**src/burst_sram_pkg.sv**
```systemverilog
// ****************************************
// shared constants
// ****************************************
package burst_sram_pkg;

    // word widths of the two build options
    localparam int WORD_W_NARROW = 18;
    localparam int WORD_W_WIDE = 36;
    // burst locations: 4M x 18 words is 1M four-word locations
    localparam int ADDR_W_NARROW = 20;
    localparam int BURST_LEN = 4;

    // fastest input clock the interface is rated for, and our system clock
    localparam int K_MAX_MHZ = 250;
    localparam int CLK_MHZ = 40;
    // one input-clock period spans two system clock edges (K rise, K# rise)
    localparam int EDGES_PER_K = 2;
    localparam real READ_LATENCY_K = 2.0;
    localparam int READ_LATENCY_EDGES = int'(READ_LATENCY_K * EDGES_PER_K);

    // slot of the four-edge address cycle: {alternate K, K# edge}
    localparam logic [1:0] SLOT_READ = 2'h0;
    localparam logic [1:0] SLOT_WRITE = 2'h2;
    localparam logic [1:0] SLOT_LAST = 2'h3;

    // boundary scan
    localparam int TAP_IR_W = 3;
    localparam logic [TAP_IR_W-1:0] TAP_IR_CAPTURE = 3'h1;

    typedef enum logic [3:0] {
        TAP_RESET, TAP_IDLE,
        TAP_SEL_DR, TAP_CAP_DR, TAP_SHIFT_DR, TAP_EXIT1_DR,
        TAP_PAUSE_DR, TAP_EXIT2_DR, TAP_UPD_DR,
        TAP_SEL_IR, TAP_CAP_IR, TAP_SHIFT_IR, TAP_EXIT1_IR,
        TAP_PAUSE_IR, TAP_EXIT2_IR, TAP_UPD_IR
    } tap_state_e;

    function automatic tap_state_e tap_next(input tap_state_e st, input logic tms);
        case (st)
            TAP_RESET: tap_next = tms ? TAP_RESET : TAP_IDLE;
            TAP_IDLE: tap_next = tms ? TAP_SEL_DR : TAP_IDLE;
            TAP_SEL_DR: tap_next = tms ? TAP_SEL_IR : TAP_CAP_DR;
            TAP_CAP_DR: tap_next = tms ? TAP_EXIT1_DR : TAP_SHIFT_DR;
            TAP_SHIFT_DR: tap_next = tms ? TAP_EXIT1_DR : TAP_SHIFT_DR;
            TAP_EXIT1_DR: tap_next = tms ? TAP_UPD_DR : TAP_PAUSE_DR;
            TAP_PAUSE_DR: tap_next = tms ? TAP_EXIT2_DR : TAP_PAUSE_DR;
            TAP_EXIT2_DR: tap_next = tms ? TAP_UPD_DR : TAP_SHIFT_DR;
            TAP_UPD_DR: tap_next = tms ? TAP_SEL_DR : TAP_IDLE;
            TAP_SEL_IR: tap_next = tms ? TAP_RESET : TAP_CAP_IR;
            TAP_CAP_IR: tap_next = tms ? TAP_EXIT1_IR : TAP_SHIFT_IR;
            TAP_SHIFT_IR: tap_next = tms ? TAP_EXIT1_IR : TAP_SHIFT_IR;
            TAP_EXIT1_IR: tap_next = tms ? TAP_UPD_IR : TAP_PAUSE_IR;
            TAP_PAUSE_IR: tap_next = tms ? TAP_EXIT2_IR : TAP_PAUSE_IR;
            TAP_EXIT2_IR: tap_next = tms ? TAP_UPD_IR : TAP_SHIFT_IR;
            default: tap_next = tms ? TAP_SEL_DR : TAP_IDLE;
        endcase
    endfunction

endpackage

```
**src/burst_sram_if.sv**
```systemverilog
`timescale 1ns/1ps
// ****************************************
// pins between memory and controller
// ****************************************
interface burst_sram_if
    import burst_sram_pkg::*;
#(
    parameter int WORD_W = WORD_W_NARROW,
    parameter int ADDR_W = ADDR_W_NARROW
);
    logic k;
    logic k_n;
    logic [ADDR_W-1:0] addr;
    logic rd_sel_n;
    logic wr_sel_n;
    logic [WORD_W-1:0] d;
    logic [WORD_W-1:0] q;
    logic returned_timing_output;
    logic returned_timing_output_n;
    logic tck;
    logic tms;
    logic tdi;
    logic tdo;
    logic tdo_oe;

    modport dev (
        input k, k_n, addr, rd_sel_n, wr_sel_n, d, tck, tms, tdi,
        output q, returned_timing_output, returned_timing_output_n, tdo, tdo_oe
    );

    modport ctl (
        output k, k_n, addr, rd_sel_n, wr_sel_n, d, tck, tms, tdi,
        input q, returned_timing_output, returned_timing_output_n, tdo, tdo_oe
    );
endinterface

```
**src/burst_sram_controller.sv**
```systemverilog
`timescale 1ns/1ps
module burst_sram_controller
    import burst_sram_pkg::*;
#(
    parameter int WORD_W = WORD_W_NARROW,
    parameter int ADDR_W = ADDR_W_NARROW,
    parameter int BUF_DEPTH = 2
) (
    input wire logic clk,
    input wire logic rst_n,
    burst_sram_if.ctl bus,
    input wire logic rd_cmd_valid,
    input wire logic [ADDR_W-1:0] rd_cmd_addr,
    output logic rd_cmd_ready,
    input wire logic wr_cmd_valid,
    input wire logic [ADDR_W-1:0] wr_cmd_addr,
    input wire logic [BURST_LEN*WORD_W-1:0] wr_cmd_data,
    output logic wr_cmd_ready,
    output logic rd_data_valid,
    output logic [BURST_LEN*WORD_W-1:0] rd_data,
    input wire logic rd_data_ready,
    input wire logic scan_tck,
    input wire logic scan_tms,
    input wire logic scan_tdi,
    output logic scan_tdo
);

    localparam int CNT_W = $clog2(BUF_DEPTH + 1);
    localparam int PIPE = READ_LATENCY_EDGES + BURST_LEN + 1;

    if (BUF_DEPTH < 1) begin : g_depth_chk
        $error("buffer depth must be at least one");
    end
    if (!(WORD_W == WORD_W_NARROW || WORD_W == WORD_W_WIDE)) begin : g_word_chk
        $error("word width must be 18 or 36");
    end

    // ****************************************
    // state
    // ****************************************
    typedef struct packed {
        logic [1:0] slot;
        logic k;
        logic k_n;
        logic [ADDR_W-1:0] addr;
        logic rd_sel_n;
        logic wr_sel_n;
        logic [WORD_W-1:0] d;
        logic [BURST_LEN-1:0][WORD_W-1:0] wdata;
        logic rd_cmd_ready;
        logic wr_cmd_ready;
        logic [CNT_W-1:0] credits;
        logic [PIPE-1:0] rpipe;
        logic [BURST_LEN-2:0][WORD_W-1:0] rcol;
        logic [BUF_DEPTH-1:0][BURST_LEN*WORD_W-1:0] fifo;
        logic [CNT_W-1:0] cnt;
        logic rd_data_valid;
        logic tck;
        logic tms;
        logic tdi;
        logic scan_tdo;
    } ctl_state_s;

    ctl_state_s s;
    ctl_state_s next_s;
    logic issue_rd;
    logic issue_wr;
    logic push;
    logic pop;

    // ****************************************
    // next state
    // ****************************************
    always_comb begin
        next_s = s;
        next_s.slot = s.slot + 2'h1;
        next_s.k = ~next_s.slot[0];
        next_s.k_n = next_s.slot[0];
        next_s.rd_sel_n = 1'b1;
        next_s.wr_sel_n = 1'b1;

        // commands are offered only on the edge before their own slot
        issue_rd = s.rd_cmd_ready && rd_cmd_valid;
        issue_wr = s.wr_cmd_ready && wr_cmd_valid;
        if (issue_rd) begin
            next_s.addr = rd_cmd_addr;
            next_s.rd_sel_n = 1'b0;
        end
        if (issue_wr) begin
            next_s.addr = wr_cmd_addr;
            next_s.wr_sel_n = 1'b0;
            next_s.wdata = wr_cmd_data;
            next_s.d = wr_cmd_data[WORD_W-1:0];
        end else begin
            next_s.d = s.wdata[next_s.slot - SLOT_WRITE];
        end

        // read words return a fixed number of edges after the select
        next_s.rpipe = {s.rpipe[PIPE-2:0], issue_rd};
        for (int i = 0; i < BURST_LEN - 1; i++) begin
            if (s.rpipe[READ_LATENCY_EDGES + 1 + i]) begin
                next_s.rcol[i] = bus.q;
            end
        end
        push = s.rpipe[PIPE-1];
        pop = s.rd_data_valid && rd_data_ready;

        // shift buffer: entry 0 is the head and feeds the output directly
        if (pop) begin
            for (int i = 0; i < BUF_DEPTH - 1; i++) begin
                next_s.fifo[i] = s.fifo[i + 1];
            end
        end
        if (push) begin
            next_s.fifo[pop ? CNT_W'(s.cnt - 1'b1) : s.cnt] = {bus.q, s.rcol};
        end
        next_s.cnt = s.cnt + CNT_W'(push) - CNT_W'(pop);
        next_s.rd_data_valid = (next_s.cnt != '0);

        // a read is issued only when its burst is sure of a buffer place,
        // so a stalled consumer holds off new reads instead of losing words
        next_s.credits = s.credits + CNT_W'(pop) - CNT_W'(issue_rd);
        next_s.rd_cmd_ready = (next_s.slot == SLOT_LAST) && (next_s.credits != '0);
        next_s.wr_cmd_ready = (next_s.slot == SLOT_WRITE - 2'h1);

        next_s.tck = scan_tck;
        next_s.tms = scan_tms;
        next_s.tdi = scan_tdi;
        next_s.scan_tdo = bus.tdo;
    end

    // ****************************************
    // registers
    // ****************************************
    always_ff @(posedge clk) begin
        if (!rst_n) begin
            s <= '0;
            s.slot <= SLOT_LAST;
            s.k_n <= 1'b1;
            s.rd_sel_n <= 1'b1;
            s.wr_sel_n <= 1'b1;
            s.credits <= CNT_W'(BUF_DEPTH);
            s.tms <= 1'b1;
        end else begin
            s <= next_s;
        end
    end

    // ****************************************
    // outputs
    // ****************************************
    assign bus.k = s.k;
    assign bus.k_n = s.k_n;
    assign bus.addr = s.addr;
    assign bus.rd_sel_n = s.rd_sel_n;
    assign bus.wr_sel_n = s.wr_sel_n;
    assign bus.d = s.d;
    assign bus.tck = s.tck;
    assign bus.tms = s.tms;
    assign bus.tdi = s.tdi;
    assign rd_cmd_ready = s.rd_cmd_ready;
    assign wr_cmd_ready = s.wr_cmd_ready;
    assign rd_data_valid = s.rd_data_valid;
    assign rd_data = s.fifo[0];
    assign scan_tdo = s.scan_tdo;

endmodule

```
**src/flat_wrapper.sv**
```systemverilog
// flat-port wrapper written by rule: the top's interface ports become plain ports
module burst_sram_controller_flat import burst_sram_pkg::*;
#(
    parameter int WORD_W = WORD_W_NARROW,
    parameter int ADDR_W = ADDR_W_NARROW,
    parameter int BUF_DEPTH = 2
)
  (clk, rst_n, rd_cmd_valid, rd_cmd_addr, rd_cmd_ready, wr_cmd_valid, wr_cmd_addr, wr_cmd_data, wr_cmd_ready, rd_data_valid, rd_data, rd_data_ready, scan_tck, scan_tms, scan_tdi, scan_tdo, bus_k, bus_k_n, bus_addr, bus_rd_sel_n, bus_wr_sel_n, bus_d, bus_tck, bus_tms, bus_tdi, bus_q, bus_returned_timing_output, bus_returned_timing_output_n, bus_tdo, bus_tdo_oe);
  burst_sram_if #(.WORD_W(WORD_W), .ADDR_W(ADDR_W)) bus_i ();
  input wire logic clk;
  input wire logic rst_n;
  input wire logic rd_cmd_valid;
  input wire logic [ADDR_W-1:0] rd_cmd_addr;
  output logic rd_cmd_ready;
  input wire logic wr_cmd_valid;
  input wire logic [ADDR_W-1:0] wr_cmd_addr;
  input wire logic [BURST_LEN*WORD_W-1:0] wr_cmd_data;
  output logic wr_cmd_ready;
  output logic rd_data_valid;
  output logic [BURST_LEN*WORD_W-1:0] rd_data;
  input wire logic rd_data_ready;
  input wire logic scan_tck;
  input wire logic scan_tms;
  input wire logic scan_tdi;
  output logic scan_tdo;
  output wire logic [$bits(bus_i.k)-1:0] bus_k;
  output wire logic [$bits(bus_i.k_n)-1:0] bus_k_n;
  output wire logic [$bits(bus_i.addr)-1:0] bus_addr;
  output wire logic [$bits(bus_i.rd_sel_n)-1:0] bus_rd_sel_n;
  output wire logic [$bits(bus_i.wr_sel_n)-1:0] bus_wr_sel_n;
  output wire logic [$bits(bus_i.d)-1:0] bus_d;
  output wire logic [$bits(bus_i.tck)-1:0] bus_tck;
  output wire logic [$bits(bus_i.tms)-1:0] bus_tms;
  output wire logic [$bits(bus_i.tdi)-1:0] bus_tdi;
  input wire logic [$bits(bus_i.q)-1:0] bus_q;
  input wire logic [$bits(bus_i.returned_timing_output)-1:0] bus_returned_timing_output;
  input wire logic [$bits(bus_i.returned_timing_output_n)-1:0] bus_returned_timing_output_n;
  input wire logic [$bits(bus_i.tdo)-1:0] bus_tdo;
  input wire logic [$bits(bus_i.tdo_oe)-1:0] bus_tdo_oe;
  assign bus_k = bus_i.k;
  assign bus_k_n = bus_i.k_n;
  assign bus_addr = bus_i.addr;
  assign bus_rd_sel_n = bus_i.rd_sel_n;
  assign bus_wr_sel_n = bus_i.wr_sel_n;
  assign bus_d = bus_i.d;
  assign bus_tck = bus_i.tck;
  assign bus_tms = bus_i.tms;
  assign bus_tdi = bus_i.tdi;
  assign bus_i.q = bus_q;
  assign bus_i.returned_timing_output = bus_returned_timing_output;
  assign bus_i.returned_timing_output_n = bus_returned_timing_output_n;
  assign bus_i.tdo = bus_tdo;
  assign bus_i.tdo_oe = bus_tdo_oe;
  burst_sram_controller #(.WORD_W(WORD_W), .ADDR_W(ADDR_W), .BUF_DEPTH(BUF_DEPTH)) u_core (.clk(clk), .rst_n(rst_n), .bus(bus_i), .rd_cmd_valid(rd_cmd_valid), .rd_cmd_addr(rd_cmd_addr), .rd_cmd_ready(rd_cmd_ready), .wr_cmd_valid(wr_cmd_valid), .wr_cmd_addr(wr_cmd_addr), .wr_cmd_data(wr_cmd_data), .wr_cmd_ready(wr_cmd_ready), .rd_data_valid(rd_data_valid), .rd_data(rd_data), .rd_data_ready(rd_data_ready), .scan_tck(scan_tck), .scan_tms(scan_tms), .scan_tdi(scan_tdi), .scan_tdo(scan_tdo));
endmodule
```
**config.mk**
```make
export PLATFORM = sky130hd
export DESIGN_NAME = burst_sram_controller_flat
export DESIGN_NICKNAME = d
export VERILOG_FILES = /design/src/burst_sram_pkg.sv /design/src/burst_sram_if.sv /design/src/burst_sram_controller.sv /design/src/flat_wrapper.sv
export SDC_FILE = /design/constraint.sdc
export NUM_CORES = 1
export LEC_CHECK = 0
export ABC_AREA = 0
export BUFFER_PORTS_ARGS = -buffer_cell sky130_fd_sc_hd__buf_2
export CAP_MARGIN = 30
export CORE_ASPECT_RATIO = 1.75
export CORE_MARGIN = 1
export CORE_UTILIZATION = 56
export DETAILED_ROUTE_END_ITERATION = 12
export PLACE_DENSITY = 0.9
export SLEW_MARGIN = 20
export SYNTH_ARGS = -nofsm -noshare
export SYNTH_HDL_FRONTEND = slang
export SYNTH_SLANG_ARGS = --single-unit
export TNS_END_PERCENT = 10
```
**constraint.sdc**
```tcl
create_clock -name clk -period 4.4 [get_ports clk]
set_input_delay 0.44 -clock clk [delete_from_list [all_inputs] [get_ports clk]]
set_output_delay 0.44 -clock clk [all_outputs]
set_load 0.1 [all_outputs]
```
==> metrics.md <==
| Metric | Value |
|---|---|
| Outcome | completed |
| Worst-path cell chain | buf_4 > buf_2 |
| Startpoint types | flop |
| Synth top area cells | dfxtp_1, nand2_1, buf_4, nand3_1, mux2_2 |
| Post-Place Cell Area | around 15,000 sq um |
| Core ar. | about 25,000 sq um |
| Root Buffer | clkbuf_16 |
| Met1 WL | around 12 mm |
| Syn_nets | 1,732 |
| H-tree levels | 1 |
| Post_cts resized | 0 |
| CP max stage cell | buf_2 |
| ANT nets after route | 0 |
| DRT iter0 DRCs | 683 |
| Setup Slack @ Placement | 2.19 ns |
| Routed wl met2 | 16.9 mm |
| Yosys warnings | 0 |
| Critical Path AT | 1.82 ns |
| Crit Path Max Fanout | 20 |
| CTS sink cnt | between 300 and 400 |
| Met3 wire length | ~1.7 mm |
| Sequential fraction of the synthesis area | 0.469 |
| Ports | 263 |
| Die Y | 213 um |
| Yosys reg bits | 333 |
| Slowest stage delay, CP | 0.51 ns |
| Via count | 10,800 |
| Final Util | 0.640 |
| Routed WL | ~32 mm |
| Crit path kind | reg -> out |
| P_leak | 6.43 nW |
| DIE WIDTH | roughly 120 um |
| Distinct cells, synth | 30 |
| Instance count of the mapped netlist | 1,587 |
| Total power | 0.00639 W |
| Initial antenna violation count | 0 |
| Skew final | 0.0171 ns |
| CTS tree | yes |
| RSZ-0062 raised after global routing | no |
| Mapped Area | 14,200 sq um |
| Max VDD drop | 324 uV |
| Fin crit share | 0.513 |
| Fmax | approximately 440 MHz |
| Clock latency on the worst-skew pair | 0.55 ns |
| Max-slew headroom | 0.347 |
| Syn Area/Cell | 8.96 sq um |
| Number of buffers created by CTS | 28 |
| Worst Tran Pin Value | roughly 0.98 ns |
| DR WL/cell | 16.1 um |
| Global-route wire length before repair | 49.6 mm |
| Final Hold Viols | 0 |
| Most common cell after layout, fill and taps aside | nand2_1 |
| Total GRT Usage | 0.238 |
| RD Place Congestion | 0.855 |
| CP required | between 3 and 4 ns |
| Input/output buffers | 259 |
| Multi-input gate area | 6190 sq um |
| Vias per cell | 5.45 |
| First-pass DRT Iterations | 5 |
| Clock transition at path regs | 0.07 ns |
| DRC | 0 |
| Total grt overflow | 0 |
| Worst min path class | in -> reg |
| Fraction of layout cells with a size suffix above 1 | 0.252 |
| Full die area | between 20,000 and 30,000 sq um |
| Largest net degree at the start of global routing | 152 |
| Commonest non-fill, non-tap cells in the layout | nand2_1, dfxtp_1, buf_2 |
| Final worst path period need | between 2 and 2.5 ns |
| Vias in the first global route | 10,400 |
| Post-synth top area share | 0.469 |
| Nets@finish | approximately 1,800 |
| Final Instance Area | 15,900 sq um |
| CTS Buffer Depth | 3 |
| Post-CTS Setup Bufs | 0 |
| FP Rows | 76 |
| Synth area leader | dfxtp_1 |
| Max Slew Vio Count | 0 |
| Pwr Density | roughly 400 nW/um^2 |
| TNS Setup | 0 ns |
| Fillers | 1,887 |
| Final setup viols | 0 |
| Top Layer Used | met4 |
| HPWL after detailed placement | slightly above 20 mm |
| Max cap viols | 0 |
| Reg area | roughly 6700 sq um |
| Final worst slack | about 2.1 ns |
| Initial Util | 0.573 |
| CP endpoint kind | output pin |
| Syn-to-layout area delta | 11.6% |
| Hold buffers post-CTS | 0 |
[kinds of logic (layout without fill, tap and decap cells)]
kind of cell,count (synthesis),in the layout,share of synthesized area
other cells,0,1,0
fa+ha+maj,3,3,0.00264
buf+inv,241,330,0.0967
flops,333,333,0.469
xor+xnor,4,4,0.00246
compound gates,262,262,0.117
simple gates,599,599,0.188
mux,145,145,0.124
[worst paths after layout]
check                          start            endpoint  slack (ns)  cells past startpoint
hold reg to reg   u_core.next_s[210]  u_core.next_s[211]        0.43                      1
setup reg to reg       u_core.s[332]     u_core.bus.d[7]        2.27                      5
hold / removal              scan_tms      u_core.bus.tms        0.08                      2
setup / recovery       u_core.s[332]             bus_k_n        2.14                      2
[worst max-delay path: cells and delay by family, from the launching register on]
family | cells | cell delay, ns
flip-flops | 1 | 0.37
buffers and inverters | 2 | 0.90
[power breakdown]
group / internal [W] / leakage [nW] / switching (W)
Combinational: 0.000128 / 3.22 / 0.000306
Sequential: 0.00304 / 2.69 / 0.0000147
Clock: 0.00176 / 0.522 / 0.00115
Total: 0.00493 / 6.43 / 0.00147
[state kept, by name (all words and copies together) (netlist names), 8 cells and up]
name	cells
u_core.s	204
u_core.rd_data	72
u_core.bus.addr	20
u_core.bus.d	18
u_core.next_s	8
[metrics by stage]
stage	instances	hold slack (ns)
floorplan	1587	0.412
global placement	1933	0.414
detailed placement	1935	0.421
CTS	1987	0.0475
global route	1988	0.0565
finish	1989	0.0763
[cell usage after synthesis]
cell / instances
nand2_1: 352
dfxtp_1: 333
nand3_1: 165
buf_4: 117
o21ai_0: 101
a21boi_0: 90
clkbuf_1: 88
mux2_2: 73
nor2b_1: 56
mux2i_1: 54
o21ai_1: 43
buf_2: 25
o211a_1: 20
and2_1: 18
mux4_2: 18
buf_1: 7
inv_1: 4
xnor2_1: 4
a21oi_1: 3
ha_1: 3
nand2b_1: 3
nor3_1: 2
a21boi_1: 1
a21o_1: 1
a22oi_4: 1
and3b_1: 1
nor3b_4: 1
o21a_1: 1
o311ai_0: 1
or2_2: 1
[layout make-up]
cell class / count / share of cell area
inverters: 4 / 0.000946
clock inverters: 21 / 0.0221
multi-input cells: 1013 / 0.390
clock buffers: 31 / 0.0468
diodes: 1 / 0.000158
flip-flops and latches: 333 / 0.420
repair buffers: 274 / 0.0955
well taps: 312 / 0.0246
[per-layer routing]
layer  GRT usage  vias to the layer above
met4       0.143                        0
met1       0.247                     5078
li1            -                     5355
met2       0.439                      320
met5           0                        -
met3      0.0382                       83
Power figures use the tool's default switching activity.
